<file path="src/core/sgtlb_defines.svh">
// Purpose: Offsets, field positions, widths and reset values of the translation-buffer status registers
// Assumes: 64-bit register port, one register per aligned 8-byte word
// Notes: Definitions only; include by bare name
`ifndef SGTLB_DEFINES_SVH
`define SGTLB_DEFINES_SVH

// Register byte offsets on the 8-bit address port
`define OFF_BYPASS 8'h00
`define OFF_PRV 8'h08
`define OFF_IVA 8'h10
`define OFF_ENTRY0 8'h18
`define ENTRY_STRIDE 8'h08

// Field widths
`define ADDR_W 8
`define DATA_W 64
`define TAG_W 30
`define PFN_W 18
`define BYP_W 18
`define PRV_W 8
`define IVA_W 18
`define IDX_W 3

// Field positions inside the readout words
`define BYP_VALID_BIT 0
`define BYP_DATA_LSB 1
`define PRV_LSB 0
`define IVA_LSB 32
`define TAG_LSB 0
`define VALID_BIT 32
`define PFN_LSB 33

// Default entry count and its limit given by the index width
`define ENTRIES_DEF 3
`define ENTRIES_MAX 8

// Reset values
`define PRV_RST 8'h00
`define IVA_RST 18'h00000
`define BYP_RST 18'h00000
`define DATA_RST 64'h0000000000000000

`endif

</file>
<file path="src/core/sgtlb_pkg.sv">
// Purpose: Shared types of the translation-buffer status registers
// Assumes: Constants come from sgtlb_defines.svh
// Notes: Types only
`default_nettype none
`include "sgtlb_defines.svh"

package sgtlb_pkg;

	// One translation buffer entry as the readout shows it
	typedef struct packed {
		logic valid;
		logic [`PFN_W-1:0] pfn;
		logic [`TAG_W-1:0] tag;
	} entry_t;

	// Whole state of the top register block
	typedef struct packed {
		logic [`PRV_W-1:0] prv;
		logic [`IVA_W-1:0] iva;
		logic [`DATA_W-1:0] rdata;
	} top_state_t;

	// Whole state of the bypass holding register
	typedef struct packed {
		logic valid;
		logic [`BYP_W-1:0] data;
	} hold_state_t;

endpackage : sgtlb_pkg

`default_nettype wire

</file>
<file path="src/core/tlb_side_if.sv">
// Purpose: Carries entry updates, bypass loads and their readouts between the register block and its stores
// Assumes: One clock; all signals sampled on CLK
// Notes: The ctl end drives updates, the store and hold ends answer with their contents
`timescale 1ns/100ps
`default_nettype none
`include "sgtlb_defines.svh"

interface tlb_side_if #(parameter int ENTRIES = `ENTRIES_DEF) ();
	logic wr; // Entry update strobe
	logic [`IDX_W-1:0] idx; // Entry being updated
	sgtlb_pkg::entry_t wdata; // New entry contents
	sgtlb_pkg::entry_t [ENTRIES-1:0] table_q; // Current entry contents
	logic byp_ld; // Bypass load strobe
	logic byp_clr; // Bypass release strobe
	logic [`BYP_W-1:0] byp_data; // Fetched map entry
	logic byp_valid; // Bypass holding valid
	logic [`BYP_W-1:0] byp_q; // Bypass holding data

	modport ctl (output wr, idx, wdata, byp_ld, byp_clr, byp_data, input table_q, byp_valid, byp_q);
	modport store (input wr, idx, wdata, output table_q);
	modport hold (input byp_ld, byp_clr, byp_data, output byp_valid, byp_q);
endinterface : tlb_side_if

`default_nettype wire

</file>
<file path="src/core/tlb_entry_store.sv">
// Purpose: Flip-flop copy of the translation buffer entries that software may read
// Assumes: Updates come only from the bus interface logic through the store modport
// Notes: No path from the register port reaches this storage
`timescale 1ns/100ps
`default_nettype none
`include "sgtlb_defines.svh"

module tlb_entry_store #(parameter int ENTRIES = `ENTRIES_DEF) (
	input wire logic clk,
	input wire logic resetn,
	tlb_side_if.store side
);
	// Whole state is the entry array
	typedef struct packed {
		sgtlb_pkg::entry_t [ENTRIES-1:0] ent;
	} store_state_t;

	store_state_t st_reg; // Registered entries
	store_state_t st_next; // Next entries

	// Only the bus interface update strobe changes an entry
	always_comb
	begin
		st_next = st_reg;
		if (side.wr && (int'(side.idx) < ENTRIES))
		begin
			st_next.ent[side.idx] = side.wdata;
		end
	end

	// Register the state; synchronous reset clears every entry
	always_ff @(posedge clk)
	begin
		if (!resetn)
			st_reg <= '0;
		else
			st_reg <= st_next;
	end

	assign side.table_q = st_reg.ent;

	// Without an update strobe the entries never move
	chk_entry_hold: assert property (@(posedge clk) disable iff (!resetn)
		!side.wr |=> $stable(st_reg.ent))
		else $error("entry changed without update strobe");
endmodule : tlb_entry_store

`default_nettype wire

</file>
<file path="src/core/bypass_holder.sv">
// Purpose: Holding register for map entries fetched while the translation buffer is off
// Assumes: Load and release strobes come from the bus interface logic only
// Notes: A load in the same cycle as a release wins, so no fetched entry is lost
`timescale 1ns/100ps
`default_nettype none
`include "sgtlb_defines.svh"

module bypass_holder (
	input wire logic clk,
	input wire logic resetn,
	tlb_side_if.hold side
);
	sgtlb_pkg::hold_state_t st_reg; // Registered holding state
	sgtlb_pkg::hold_state_t st_next; // Next holding state

	// Load sets valid and data; release only drops valid
	always_comb
	begin
		st_next = st_reg;
		if (side.byp_ld)
		begin
			st_next.valid = 1'b1;
			st_next.data = side.byp_data;
		end
		else if (side.byp_clr)
		begin
			st_next.valid = 1'b0;
		end
	end

	// Register the state; synchronous reset
	always_ff @(posedge clk)
	begin
		if (!resetn)
			st_reg <= '{valid: 1'b0, data: `BYP_RST};
		else
			st_reg <= st_next;
	end

	assign side.byp_valid = st_reg.valid;
	assign side.byp_q = st_reg.data;

	// A load shows valid with the fetched entry one cycle later
	chk_bypass_load: assert property (@(posedge clk) disable iff (!resetn)
		side.byp_ld |=> st_reg.valid && (st_reg.data == $past(side.byp_data)))
		else $error("bypass load not captured");
endmodule : bypass_holder

`default_nettype wire

</file>
<file path="src/core/sgtlb_regs.sv">
// Purpose: Software-visible translation buffer status and interrupt vector registers of the I/O bridge
// Assumes: Plain register port with read data one cycle after the read strobe; one 250 MHz clock
// Notes: Only the passive release vector is software writable; all other writes are accepted and dropped
`timescale 1ns/100ps
`default_nettype none
`include "sgtlb_defines.svh"

//Contract
// - Bypass register: valid bit0, data 18:1
// - TLB off: fetched map entry loads bypass
// - Bypass writes accepted, contents unchanged
// - Passive release vector in bits 7:0
// - Passive release bits 31:8 read zero
// - Vector address 22:5 shown in 49:32
// - Interrupt address bits 63:50 read zero
// - Entry readout: tag 29:0, valid 32, frame 50:33
// - Entry writes accepted, buffer unchanged
module sgtlb_regs #(
	parameter int ENTRIES = `ENTRIES_DEF // Entries with a readout register
) (
	input wire logic CLK,
	input wire logic RESETN,
	input wire logic [`ADDR_W-1:0] ADDR,
	input wire logic [`DATA_W-1:0] WDATA,
	input wire logic WR,
	input wire logic RD,
	output logic [`DATA_W-1:0] RDATA,
	output logic [`PRV_W-1:0] PASSIVE_VECTOR,
	input wire logic TLB_OFF,
	input wire logic MAP_LOAD,
	input wire logic [`BYP_W-1:0] MAP_DATA,
	input wire logic BYPASS_DONE,
	input wire logic ENTRY_WR,
	input wire logic [`IDX_W-1:0] ENTRY_IDX,
	input wire logic [`TAG_W-1:0] ENTRY_TAG,
	input wire logic ENTRY_VALID,
	input wire logic [`PFN_W-1:0] ENTRY_PFN,
	input wire logic IV_ACCESS,
	input wire logic [`IVA_W-1:0] IV_ADDR
);
	// Refuse entry counts the index and address map cannot serve
	// Eight entries fill the three-bit index; more would need a wider index
	if (ENTRIES < 1 || ENTRIES > `ENTRIES_MAX)
	begin : g_bad_entries
		$error("ENTRIES must lie between 1 and 8");
	end

	// Updates travel down and contents come back up; the register port never drives it
	tlb_side_if #(.ENTRIES(ENTRIES)) side (); // Link to the two stores

	sgtlb_pkg::top_state_t st_reg; // Registered block state
	sgtlb_pkg::top_state_t st_next; // Next block state

	logic [`DATA_W-1:0] entry_word [ENTRIES]; // Readout word per entry
	logic [ENTRIES-1:0] entry_hit; // Address matches entry readout
	logic [`DATA_W-1:0] byp_word; // Bypass readout word
	logic [`DATA_W-1:0] prv_word; // Passive release readout word
	logic [`DATA_W-1:0] iva_word; // Interrupt address readout word

	// Forward bus interface events into the stores
	assign side.wr = ENTRY_WR;
	assign side.idx = ENTRY_IDX;
	assign side.wdata = '{valid: ENTRY_VALID, pfn: ENTRY_PFN, tag: ENTRY_TAG};
	// A fetch only parks in the bypass register while the buffer is off
	assign side.byp_ld = MAP_LOAD && TLB_OFF;
	assign side.byp_clr = BYPASS_DONE;
	assign side.byp_data = MAP_DATA;

	// Entry storage; the register port has no path into it
	// Updates aimed past the last entry are dropped inside the store
	tlb_entry_store #(.ENTRIES(ENTRIES)) u_store (
		.clk(CLK),
		.resetn(RESETN),
		.side(side.store)
	);

	// Bypass holding register, loaded only by the bus interface
	// Nothing here guards a read during a bridge fetch; software must avoid it
	bypass_holder u_hold (
		.clk(CLK),
		.resetn(RESETN),
		.side(side.hold)
	);

	// Bypass word: valid in bit 0, data above it, rest zero
	always_comb
	begin
		byp_word = `DATA_RST;
		byp_word[`BYP_VALID_BIT] = side.byp_valid;
		byp_word[`BYP_DATA_LSB +: `BYP_W] = side.byp_q;
	end

	// Passive release word: reserved bits stay zero
	always_comb
	begin
		prv_word = `DATA_RST;
		prv_word[`PRV_LSB +: `PRV_W] = st_reg.prv;
	end

	// Interrupt address word: field in 49:32, all else zero
	always_comb
	begin
		iva_word = `DATA_RST;
		iva_word[`IVA_LSB +: `IVA_W] = st_reg.iva;
	end

	// One readout word and address match per entry
	for (genvar i = 0; i < ENTRIES; i++)
	begin : g_entry
		always_comb
		begin
			entry_word[i] = `DATA_RST;
			entry_word[i][`TAG_LSB +: `TAG_W] = side.table_q[i].tag;
			entry_word[i][`VALID_BIT] = side.table_q[i].valid;
			entry_word[i][`PFN_LSB +: `PFN_W] = side.table_q[i].pfn;
		end
		assign entry_hit[i] = (ADDR == 8'(`OFF_ENTRY0 + `ENTRY_STRIDE * 8'(i)));
		// Every readout shows its own entry's fields, rest zero
		chk_entry_fields: assert property (@(posedge CLK) disable iff (!RESETN)
			RD && entry_hit[i] |=> (RDATA[29:0] == $past(side.table_q[i].tag))
				&& (RDATA[32] == $past(side.table_q[i].valid))
				&& (RDATA[50:33] == $past(side.table_q[i].pfn))
				&& (RDATA[63:51] == 13'h0) && (RDATA[31:30] == 2'h0))
			else $error("entry readout fields wrong");
		// An update to this entry shows in its readout source next cycle
		chk_entry_update: assert property (@(posedge CLK) disable iff (!RESETN)
			ENTRY_WR && (int'(ENTRY_IDX) == i) |=> side.table_q[i] == $past(side.wdata))
			else $error("entry update not stored");
	end

	// Register map on the byte address, one 64-bit word every 8 bytes:
	//   0x00 bypass holding word, read only
	//   0x08 passive release vector, the only writable field
	//   0x10 interrupt vector address, loaded by hardware only
	//   0x18 onward one readout word per entry, read only
	// Addresses outside the map read zero and ignore writes, so software
	// probing past the last entry never sees stale data
	// Read data are registered: one cycle of latency is traded for an
	// RDATA that comes straight from a flip-flop
	// Next state: register writes, vector capture and read data
	always_comb
	begin
		st_next = st_reg;
		// Hardware captures the vector address on each vector access
		// A read in the same cycle still returns the previous address
		if (IV_ACCESS)
		begin
			st_next.iva = IV_ADDR;
		end
		// Only the passive release field takes software writes;
		// bypass and entry writes fall through with no effect and no error
		if (WR && (ADDR == `OFF_PRV))
		begin
			st_next.prv = WDATA[`PRV_LSB +: `PRV_W];
		end
		// Read data stands for exactly the cycle after the strobe
		st_next.rdata = `DATA_RST;
		if (RD)
		begin
			case (ADDR)
				`OFF_BYPASS: st_next.rdata = byp_word;
				`OFF_PRV: st_next.rdata = prv_word;
				`OFF_IVA: st_next.rdata = iva_word;
				default:
				begin
					// Addresses outside the map leave rdata at zero
					// Entry readouts; reading never touches the stores
					for (int i = 0; i < ENTRIES; i++)
					begin
						if (entry_hit[i])
							st_next.rdata = entry_word[i];
					end
				end
			endcase
		end
	end

	// Register the state; synchronous reset
	// Every register starts at zero; no other start value is defined
	always_ff @(posedge CLK)
	begin
		if (!RESETN)
			st_reg <= '{prv: `PRV_RST, iva: `IVA_RST, rdata: `DATA_RST};
		else
			st_reg <= st_next;
	end

	// Outputs come straight from flip-flops
	assign RDATA = st_reg.rdata;
	assign PASSIVE_VECTOR = st_reg.prv;

	// Bypass read shows valid and data at their bit positions
	chk_bypass_layout: assert property (@(posedge CLK) disable iff (!RESETN)
		RD && (ADDR == `OFF_BYPASS) |=> (RDATA[`BYP_VALID_BIT] == $past(side.byp_valid))
			&& (RDATA[`BYP_DATA_LSB +: `BYP_W] == $past(side.byp_q))
			&& (RDATA[63:19] == 45'h0))
		else $error("bypass readout layout wrong");

	// A fetch with the buffer on leaves the bypass register alone
	chk_bypass_gate: assert property (@(posedge CLK) disable iff (!RESETN)
		MAP_LOAD && !TLB_OFF && !BYPASS_DONE |=> $stable(side.byp_q) && $stable(side.byp_valid))
		else $error("bypass loaded while buffer enabled");

	// Software write to the bypass register changes nothing
	chk_bypass_ro: assert property (@(posedge CLK) disable iff (!RESETN)
		WR && (ADDR == `OFF_BYPASS) && !side.byp_ld && !side.byp_clr |=> $stable(side.byp_q)
			&& $stable(side.byp_valid))
		else $error("bypass changed by software write");

	// Written vector appears on the output and reads back
	chk_prv_write: assert property (@(posedge CLK) disable iff (!RESETN)
		WR && (ADDR == `OFF_PRV) ##1 RD && (ADDR == `OFF_PRV) |=> RDATA[7:0] == $past(WDATA[7:0], 2)
			&& PASSIVE_VECTOR == $past(WDATA[7:0], 2))
		else $error("passive release vector not written");

	// Reserved passive release bits read as zero
	chk_prv_reserved: assert property (@(posedge CLK) disable iff (!RESETN)
		RD && (ADDR == `OFF_PRV) |=> RDATA[63:8] == 56'h0)
		else $error("passive release reserved bits nonzero");

	// Vector access address lands in bits 49:32 of the next read
	chk_iva_load: assert property (@(posedge CLK) disable iff (!RESETN)
		IV_ACCESS ##1 (RD && (ADDR == `OFF_IVA) && !IV_ACCESS) |=> RDATA[49:32] == $past(IV_ADDR, 2))
		else $error("vector address not captured");

	// Interrupt address reserved bits read as zero
	chk_iva_reserved: assert property (@(posedge CLK) disable iff (!RESETN)
		RD && (ADDR == `OFF_IVA) |=> (RDATA[63:50] == 14'h0) && (RDATA[31:0] == 32'h0))
		else $error("interrupt address reserved bits nonzero");

	// Entry 0 readout has tag, valid and frame at their places
	chk_entry_layout: assert property (@(posedge CLK) disable iff (!RESETN)
		RD && (ADDR == `OFF_ENTRY0) |=> (RDATA[29:0] == $past(side.table_q[0].tag))
			&& (RDATA[32] == $past(side.table_q[0].valid))
			&& (RDATA[50:33] == $past(side.table_q[0].pfn))
			&& (RDATA[63:51] == 13'h0) && (RDATA[31:30] == 2'h0))
		else $error("entry readout layout wrong");

	// Software write to an entry readout leaves the buffer alone
	chk_entry_ro: assert property (@(posedge CLK) disable iff (!RESETN)
		WR && (|entry_hit) && !ENTRY_WR |=> $stable(side.table_q))
		else $error("buffer changed by software write");

	// Reads never disturb buffer or bypass state
	chk_read_quiet: assert property (@(posedge CLK) disable iff (!RESETN)
		RD && !ENTRY_WR && !side.byp_ld && !side.byp_clr |=> $stable(side.table_q)
			&& $stable(side.byp_q) && $stable(side.byp_valid))
		else $error("read changed buffer state");

	// A passive release write reaches the output pin one cycle later
	chk_prv_output: assert property (@(posedge CLK) disable iff (!RESETN)
		WR && (ADDR == `OFF_PRV) |=> PASSIVE_VECTOR == $past(WDATA[7:0]))
		else $error("passive release output not updated");

	// Without a write to its address the vector holds
	chk_prv_hold: assert property (@(posedge CLK) disable iff (!RESETN)
		!(WR && (ADDR == `OFF_PRV)) |=> $stable(PASSIVE_VECTOR))
		else $error("passive release vector moved without write");

	// A passive release read returns the vector the pin shows
	chk_prv_read: assert property (@(posedge CLK) disable iff (!RESETN)
		RD && (ADDR == `OFF_PRV) |=> RDATA[7:0] == $past(PASSIVE_VECTOR))
		else $error("passive release readback wrong");

	// Each vector access captures its address bits
	chk_iva_capture: assert property (@(posedge CLK) disable iff (!RESETN)
		IV_ACCESS |=> st_reg.iva == $past(IV_ADDR))
		else $error("vector address not loaded");

	// Only a vector access moves the address field; software writes do not
	chk_iva_hold: assert property (@(posedge CLK) disable iff (!RESETN)
		!IV_ACCESS |=> $stable(st_reg.iva))
		else $error("vector address moved without access");

	// An interrupt address read returns the captured field
	chk_iva_read: assert property (@(posedge CLK) disable iff (!RESETN)
		RD && (ADDR == `OFF_IVA) |=> RDATA[49:32] == $past(st_reg.iva))
		else $error("vector address readback wrong");

	// A fetch with the buffer off parks the entry as valid
	chk_bypass_fetch: assert property (@(posedge CLK) disable iff (!RESETN)
		MAP_LOAD && TLB_OFF |=> side.byp_valid && (side.byp_q == $past(MAP_DATA)))
		else $error("fetched map entry not parked");

	// A release without a new fetch drops the valid flag
	chk_bypass_release: assert property (@(posedge CLK) disable iff (!RESETN)
		BYPASS_DONE && !(MAP_LOAD && TLB_OFF) |=> !side.byp_valid)
		else $error("bypass valid not released");

	// Read data stand only in the cycle after a read strobe
	chk_rdata_idle: assert property (@(posedge CLK) disable iff (!RESETN)
		!RD |=> RDATA == `DATA_RST)
		else $error("read data left standing");

	// Addresses outside the map read as zero
	chk_unmapped_zero: assert property (@(posedge CLK) disable iff (!RESETN)
		RD && (ADDR != `OFF_BYPASS) && (ADDR != `OFF_PRV) && (ADDR != `OFF_IVA) && !(|entry_hit)
			|=> RDATA == `DATA_RST)
		else $error("unmapped read not zero");

	// Software writes never move buffer or bypass state
	chk_write_quiet: assert property (@(posedge CLK) disable iff (!RESETN)
		WR && !ENTRY_WR && !side.byp_ld && !side.byp_clr |=> $stable(side.table_q)
			&& $stable(side.byp_q) && $stable(side.byp_valid))
		else $error("write changed buffer state");
endmodule : sgtlb_regs

`default_nettype wire

</file>
<file path="config.mk">
export PLATFORM = sky130hd
export DESIGN_NAME = sgtlb_regs
export DESIGN_NICKNAME = d
export VERILOG_FILES = /design/src/core/sgtlb_pkg.sv /design/src/core/tlb_side_if.sv /design/src/core/tlb_entry_store.sv /design/src/core/bypass_holder.sv /design/src/core/sgtlb_regs.sv
export VERILOG_INCLUDE_DIRS = /design/src /design/src/core
export SDC_FILE = /design/constraint.sdc
export NUM_CORES = 1
export LEC_CHECK = 0
export CORE_MARGIN = 10
export CORE_UTILIZATION = 25
export CTS_BUF_LIST = sky130_fd_sc_hd__clkbuf_4 sky130_fd_sc_hd__clkbuf_8 sky130_fd_sc_hd__clkbuf_16
export DETAILED_ROUTE_END_ITERATION = 10
export DONT_BUFFER_PORTS = 1
export PLACE_DENSITY = 0.4
export SLEW_MARGIN = 20
export SYNTH_ARGS = -nofsm -noshare
export SYNTH_HDL_FRONTEND = slang
export SYNTH_HIERARCHICAL = 1
export SYNTH_SLANG_ARGS = --single-unit
</file>
<file path="constraint.sdc">
create_clock -name CLK -period 1.9 [get_ports CLK]
set_input_delay 0.285 -clock CLK [delete_from_list [all_inputs] [get_ports CLK]]
set_output_delay 0.285 -clock CLK [all_outputs]
set_load 0.005 [all_outputs]
</file>
Yosys cells after proc, flatten, opt, wreduce, memory -nomap -nowiden
Index checks and enable logic that the tools add are counted.
Widths: inputs -> output; s select.
{ "classes": {"order_cmp": 3, "eq_ne": 5, "muxes": 9, "n_reduce_logical": 7} }
{ "ops": {"columns": ["operator", "count"], "rows": [
  ["$pmux 64 s3", 1],
  ["$bwmux 147", 1],
  ["$mux 64", 2],
  ["$demux 49 s2", 1],
  ["$mux 51", 1],
  ["$mux 49", 1],
  ["$eq 8x5->1 const B", 2],
  ["$eq 8x6->1 const B", 2],
  ["$eq 8x4->1 const B", 1],
  ["$logic_not 8->1", 1],
  ["$logic_and 1x1->1", 4],
  ["$ge 3x1->1 const B", 1],
  ["$lt 3x2->1 const B", 1],
  ["$lt 3x3->1 const B", 1],
  ["$mux 1", 2],
  ["$reduce_and 2->1", 1],
  ["$reduce_bool 2->1", 1]
]} }
{ "word_totals": {"register_bits": 256, "in_bits": 169, "output_inout_bits": 72, "elab_cells": 38} }

Logic depth before layout (Yosys ltp)
{ "logic_depth": {"depth_word": 5, "depth_mapped": 7, "ltp_nobuf": 4} }

By module
Netlist, hierarchy kept.
{ "by_module_without_submodules": {"columns": ["mod", "n_inst", "cells_per_inst", "area_each_um2"], "rows": [
  ["tlb_entry_store", 1, 532, 5415.2],
  ["sgtlb_regs", 1, 444, 3759.9],
  ["bypass_holder", 1, 60, 721.9]
]} }

Least setup slack after synthesis
No wires, ideal clock.
{ "synth_path": {"kind": "input to register", "from": "in ADDR[7]", "to": "reg st_reg, in the netlist RDATA[41]", "setup_time_ns": 0.117, "arrival_time_ns": 1.558, "required_ns": 1.783, "path_slack_ns": 0.225, "stages": 7, "path_buffers": 3, "cell_sequence": "or4b_1 buf_2 buf_2 buf_2 nor2_1 o2bb2ai_1 a22o_1"} }
{ "synth_between": {"elab_chain_len": 5} }
{ "synth_rtl": {"columns": ["element", "line", "text"], "rows": [
  ["from (decl)", "sgtlb_regs.sv:23", "input wire logic [`ADDR_W-1:0] ADDR,"],
  ["$eq 8x5->1", "sgtlb_regs.sv:117", "assign entry_hit[i] = (ADDR == 8'(`OFF_ENTRY0 + `ENTRY_STRIDE * 8'(i)));"],
  ["$mux 51", "sgtlb_regs.sv:170", "if (entry_hit[i])"],
  ["$mux 64 (2 in series)", "sgtlb_regs.sv:170", null],
  ["$pmux 64 s3 (*)", "sgtlb_regs.sv:160", "case (ADDR)"],
  ["to (signal assigned)", "sgtlb_regs.sv:183", "st_reg <= '{prv: `PRV_RST, iva: `IVA_RST, rdata: `DATA_RST};"],
  ["to (signal assigned)", "sgtlb_regs.sv:185", "st_reg <= st_next;"],
  ["to (decl)", "sgtlb_regs.sv:51", "sgtlb_pkg::top_state_t st_reg;"]
]} }
Every way passes the cells marked *; elsewhere a longest branch is shown, timed or not.
A chain may end at the register's enable or synchronous reset.

==> summary.md <==
| Metric | Value |
|---|---|
| Data required time of the critical path | about 2.4 ns |
| Fin. Hold Viols | 0 |
| TritonCTS Buffers | 29 |
| Die height | between 200 and 250 µm |
| Seq/Total Area, Yosys | between 40% and 50% |
| Buffer and inverter count on the worst path | 2 |
| Initial core utilization | 25.4% |
| Hold WC Path Type | input pin to flop |
| Ratio of cells with drive above 1 in the final layout | 7.71% |
| Cell area after synthesis | between 9000 and 10000 µm² |
| Area Growth Syn to Fin | 42.5% |
| Worst Setup SP | RESETN |
| First-pass GRT wire length | roughly 54000 µm |
| Post-Layout Cell Count | around 1800 |
| Worst path slowest cell | dlygate4sd3_1 |
| Port bufs | 0 |
| DP HPWL | 19000 µm |
| Detailed-route via count | around 8200 |
| Sink Count | between 200 and 250 |
| Worst-path cell chain | dlygate4sd3_1 > nand2_1 > mux2i_1 > dlygate4sd3_1 |
| Clk Latency, worst-skew pair | between 0.5 and 0.6 ns |
| CP most frequent cell | dlygate4sd3_1 |
| Setup CP Type | input pin to flop |
| Global-route usage over all layers | between 10 and 15% |
| Final setup viols | 0 |
| Die Width | 219 µm |
| Max FO, Critical Path | roughly 130 |
| Crit path max-delay family | buffers and inverters |
| # H-tree levels | 1 |
| Die area | approximately 48000 µm² |
| Post-route clock period utilization | between 90% and 100% |
| CP endpoint kind | flop |
| Final Wtd Congestion | between 0.6 and 0.7 |
| Largest net degree at the start of global routing | ~130 |
| Register bit total from synthesis | 241 |
| Unrepaired setup endpoints after global routing | no |
| Total number of yosys warnings | 6 |
| Vias in the first global route | 8842 |
| Setup Buffers After CTS | 0 |
| IR Drop Worst-Case VDD | ~0.00070 V |
| Worst-margin pin slew | between 0.7 and 0.8 ns |
| Arr. time, crit path | 2.23 ns |
| Root Driver | clkbuf_16 |
| Avg WL per Cell | approximately 19 µm |
| # nets final | 1446 |
| Util after Layout | a little over a third |
| Rows | 72 |
| Routed WL | approximately 35000 µm |
| DRT antenna net count | 0 |
| Design area | 14100 µm² |
| Syn Inst Count | 1036 |
| Total grt overflow | 0 |
| Critical R2R Launch | iva_word[34] |
| Setup Skew | about 0.011 ns |
| Slew HR | between 40 and 50% |
| CTS Buffer Depth | 3 |
| Final worst path period need | between 1.5 and 2 ns |
| Worst setup SP type | input pin |
| Initial antenna violation count | 0 |
| CTS tree | yes |
| FMAX | between 0.5 and 0.6 GHz |
| DRT Pass-1 Iters | 4 |
| Pwr Total | ~0.012 W |
| Slew Viols, Final | 0 |
| Hold path startpoint | ENTRY_IDX[2] |
| Core Region | 38900 µm² |
| Unique cell type count in the Yosys netlist | 37 |
| Pwr dens | 841 nW/µm² |
| Fillers | just over 4000 |
| I/O pins | around 240 |
| Status | finished clean |
| Clock Pin Slew Worst Setup and Hold Paths | around 0.06 ns |
| Max Cap Viol | 0 |
| Placed Cells | between 1500 and 2000 |
| DRC viols | 0 |
| Max incr delay on CP | a little under 1 ns |
| Initial DRC Count | 321 |
| Area post-placement | ~11000 µm² |
| Via density | approximately 4.5 |
| Final hold slack | roughly 0.14 ns |
| Avg Inst Size Synth | about 9.6 µm² |
| Pleak | 5.53 nW |
## metal layers
metal	wire [µm]	track usage [%]
met4	598	3.40
met2	16300	23.6
met5	0	0
met3	1520	2.68
met1	16200	18.9
## tightest hold or removal path: stages
cell      delay, ns
nor4bb_4       0.04
buf_12         0.18
mux2i_1        0.13
## layout by cell type (no fill, tap or decap), types with 2 or more instances in the layout
| cell | count |
|---|---|
| a211oi_1 | 12 |
| dlymetal6s4s_1 | 2 |
| a21oi_1 | 50 |
| nand2_1 | 225 |
| mux2i_1 | 183 |
| conb_1 | 15 |
| clkinv_2 | 4 |
| nor2b_4 | 2 |
| clkbuf_8 | 6 |
| a21boi_0 | 8 |
| clkbuf_4 | 9 |
| o2bb2ai_1 | 29 |
| o32ai_1 | 8 |
| dfxtp_1 | 241 |
| buf_4 | 25 |
| buf_12 | 11 |
| a22oi_1 | 8 |
| clkbuf_16 | 29 |
| a22o_1 | 29 |
| o21ai_0 | 20 |
| nor2b_1 | 37 |
| a21boi_1 | 8 |
| nor2_1 | 59 |
| bufinv_16 | 3 |
| dlygate4sd3_1 | 255 |
## layout make-up
type                       instances  area, µm²  area share [%]
tap                              518        648            4.60
sequential                       241       4820            34.2
antenna                            1       2.50          0.0177
timing repair buffer             294       3010            21.4
clock inverter                     7        110           0.781
clock buffer                      44        876            6.21
multi-input combinational        711       4630            32.8
## state kept, by name, summed over array words and instances, names as in the netlist
register               count
PASSIVE_VECTOR             8
RDATA                     49
iva_word                  18
u_hold/side.byp_q         18
u_hold/side.byp_valid      1
u_store/side.table_q     147
## cells by family (layout without fill, tap and decap cells)
kind of cell           count (synthesis)  after routing  share of synthesized area (%)
AOI/OAI and AO/OA                    174            174                           12.3
buffers and inverters                 98            345                           5.61
DFF                                  241            241                           48.7
muxes                                183            183                           18.5
other                                  1             16                         0.0379
and+or+nand+nor                      339            339                           14.8
## power by group
| group | internal [W] | leakage [nW] | switching (W) |
|---|---|---|---|
| registers | 0.00517 | 1.95 | 0.0000563 |
| clock network | 0.00355 | 0.500 | 0.00219 |
| logic | 0.000478 | 3.08 | 0.000422 |
## Yosys cell counts
cell type,instances,area (µm²)
a211oi_1,12,90.1
a21boi_0,8,60.1
a21boi_1,8,60.1
a21o_1,1,7.51
a21oi_1,50,250
a22o_1,29,254
a22oi_1,8,60.1
and2_1,1,6.26
and3_1,1,6.26
buf_1,6,22.5
buf_12,1,20.0
buf_2,20,100
buf_4,23,173
buf_6,8,90.1
clkbuf_1,40,150
conb_1,1,3.75
dfxtp_1,241,4820
mux2i_1,183,1830
nand2_1,225,845
nand3_1,1,5.00
nand4bb_1,2,22.5
nor2_1,59,221
nor2_4,1,11.3
nor2b_1,39,244
nor3_1,1,5.00
nor3b_4,1,18.8
nor4_1,2,12.5
nor4b_1,1,8.76
nor4b_4,1,23.8
nor4bb_1,1,10.0
o21a_1,1,7.51
o21ai_0,20,100
o2bb2ai_1,29,254
o32ai_1,8,70.1
or3_1,1,6.26
or4_4,1,11.3
or4b_1,1,10.0
## repair_timing
item | CTS | global route
endpoints found under the setup margin | 0 | 9
endpoints found under the hold margin | 192 | 0
gates resized for setup | 0 | 2
hold buffers | 258 | 0
## worst paths after layout
check	end	slack (ns)	cells after the start
setup / recovery	u_store/side.table_q[8]	0.15	4
hold / removal	u_store/side.table_q[73]	0.14	3
setup reg to reg	iva_word[34]	0.16	4
hold reg to reg	u_store/side.table_q[55]	0.46	2
## through the flow
| stage | setup TNS [ns] | setup WS (ns) |
|---|---|---|
| finish | 0 | 0.155 |
| global route | 0 | 0.0980 |
| CTS | 0 | 0.0697 |
| detailed placement | -1.36 | -0.135 |
| global placement | -2.00 | -0.123 |
| floorplan | 0 | 0.225 |
No activity file was read; power rests on OpenSTA's default activity.
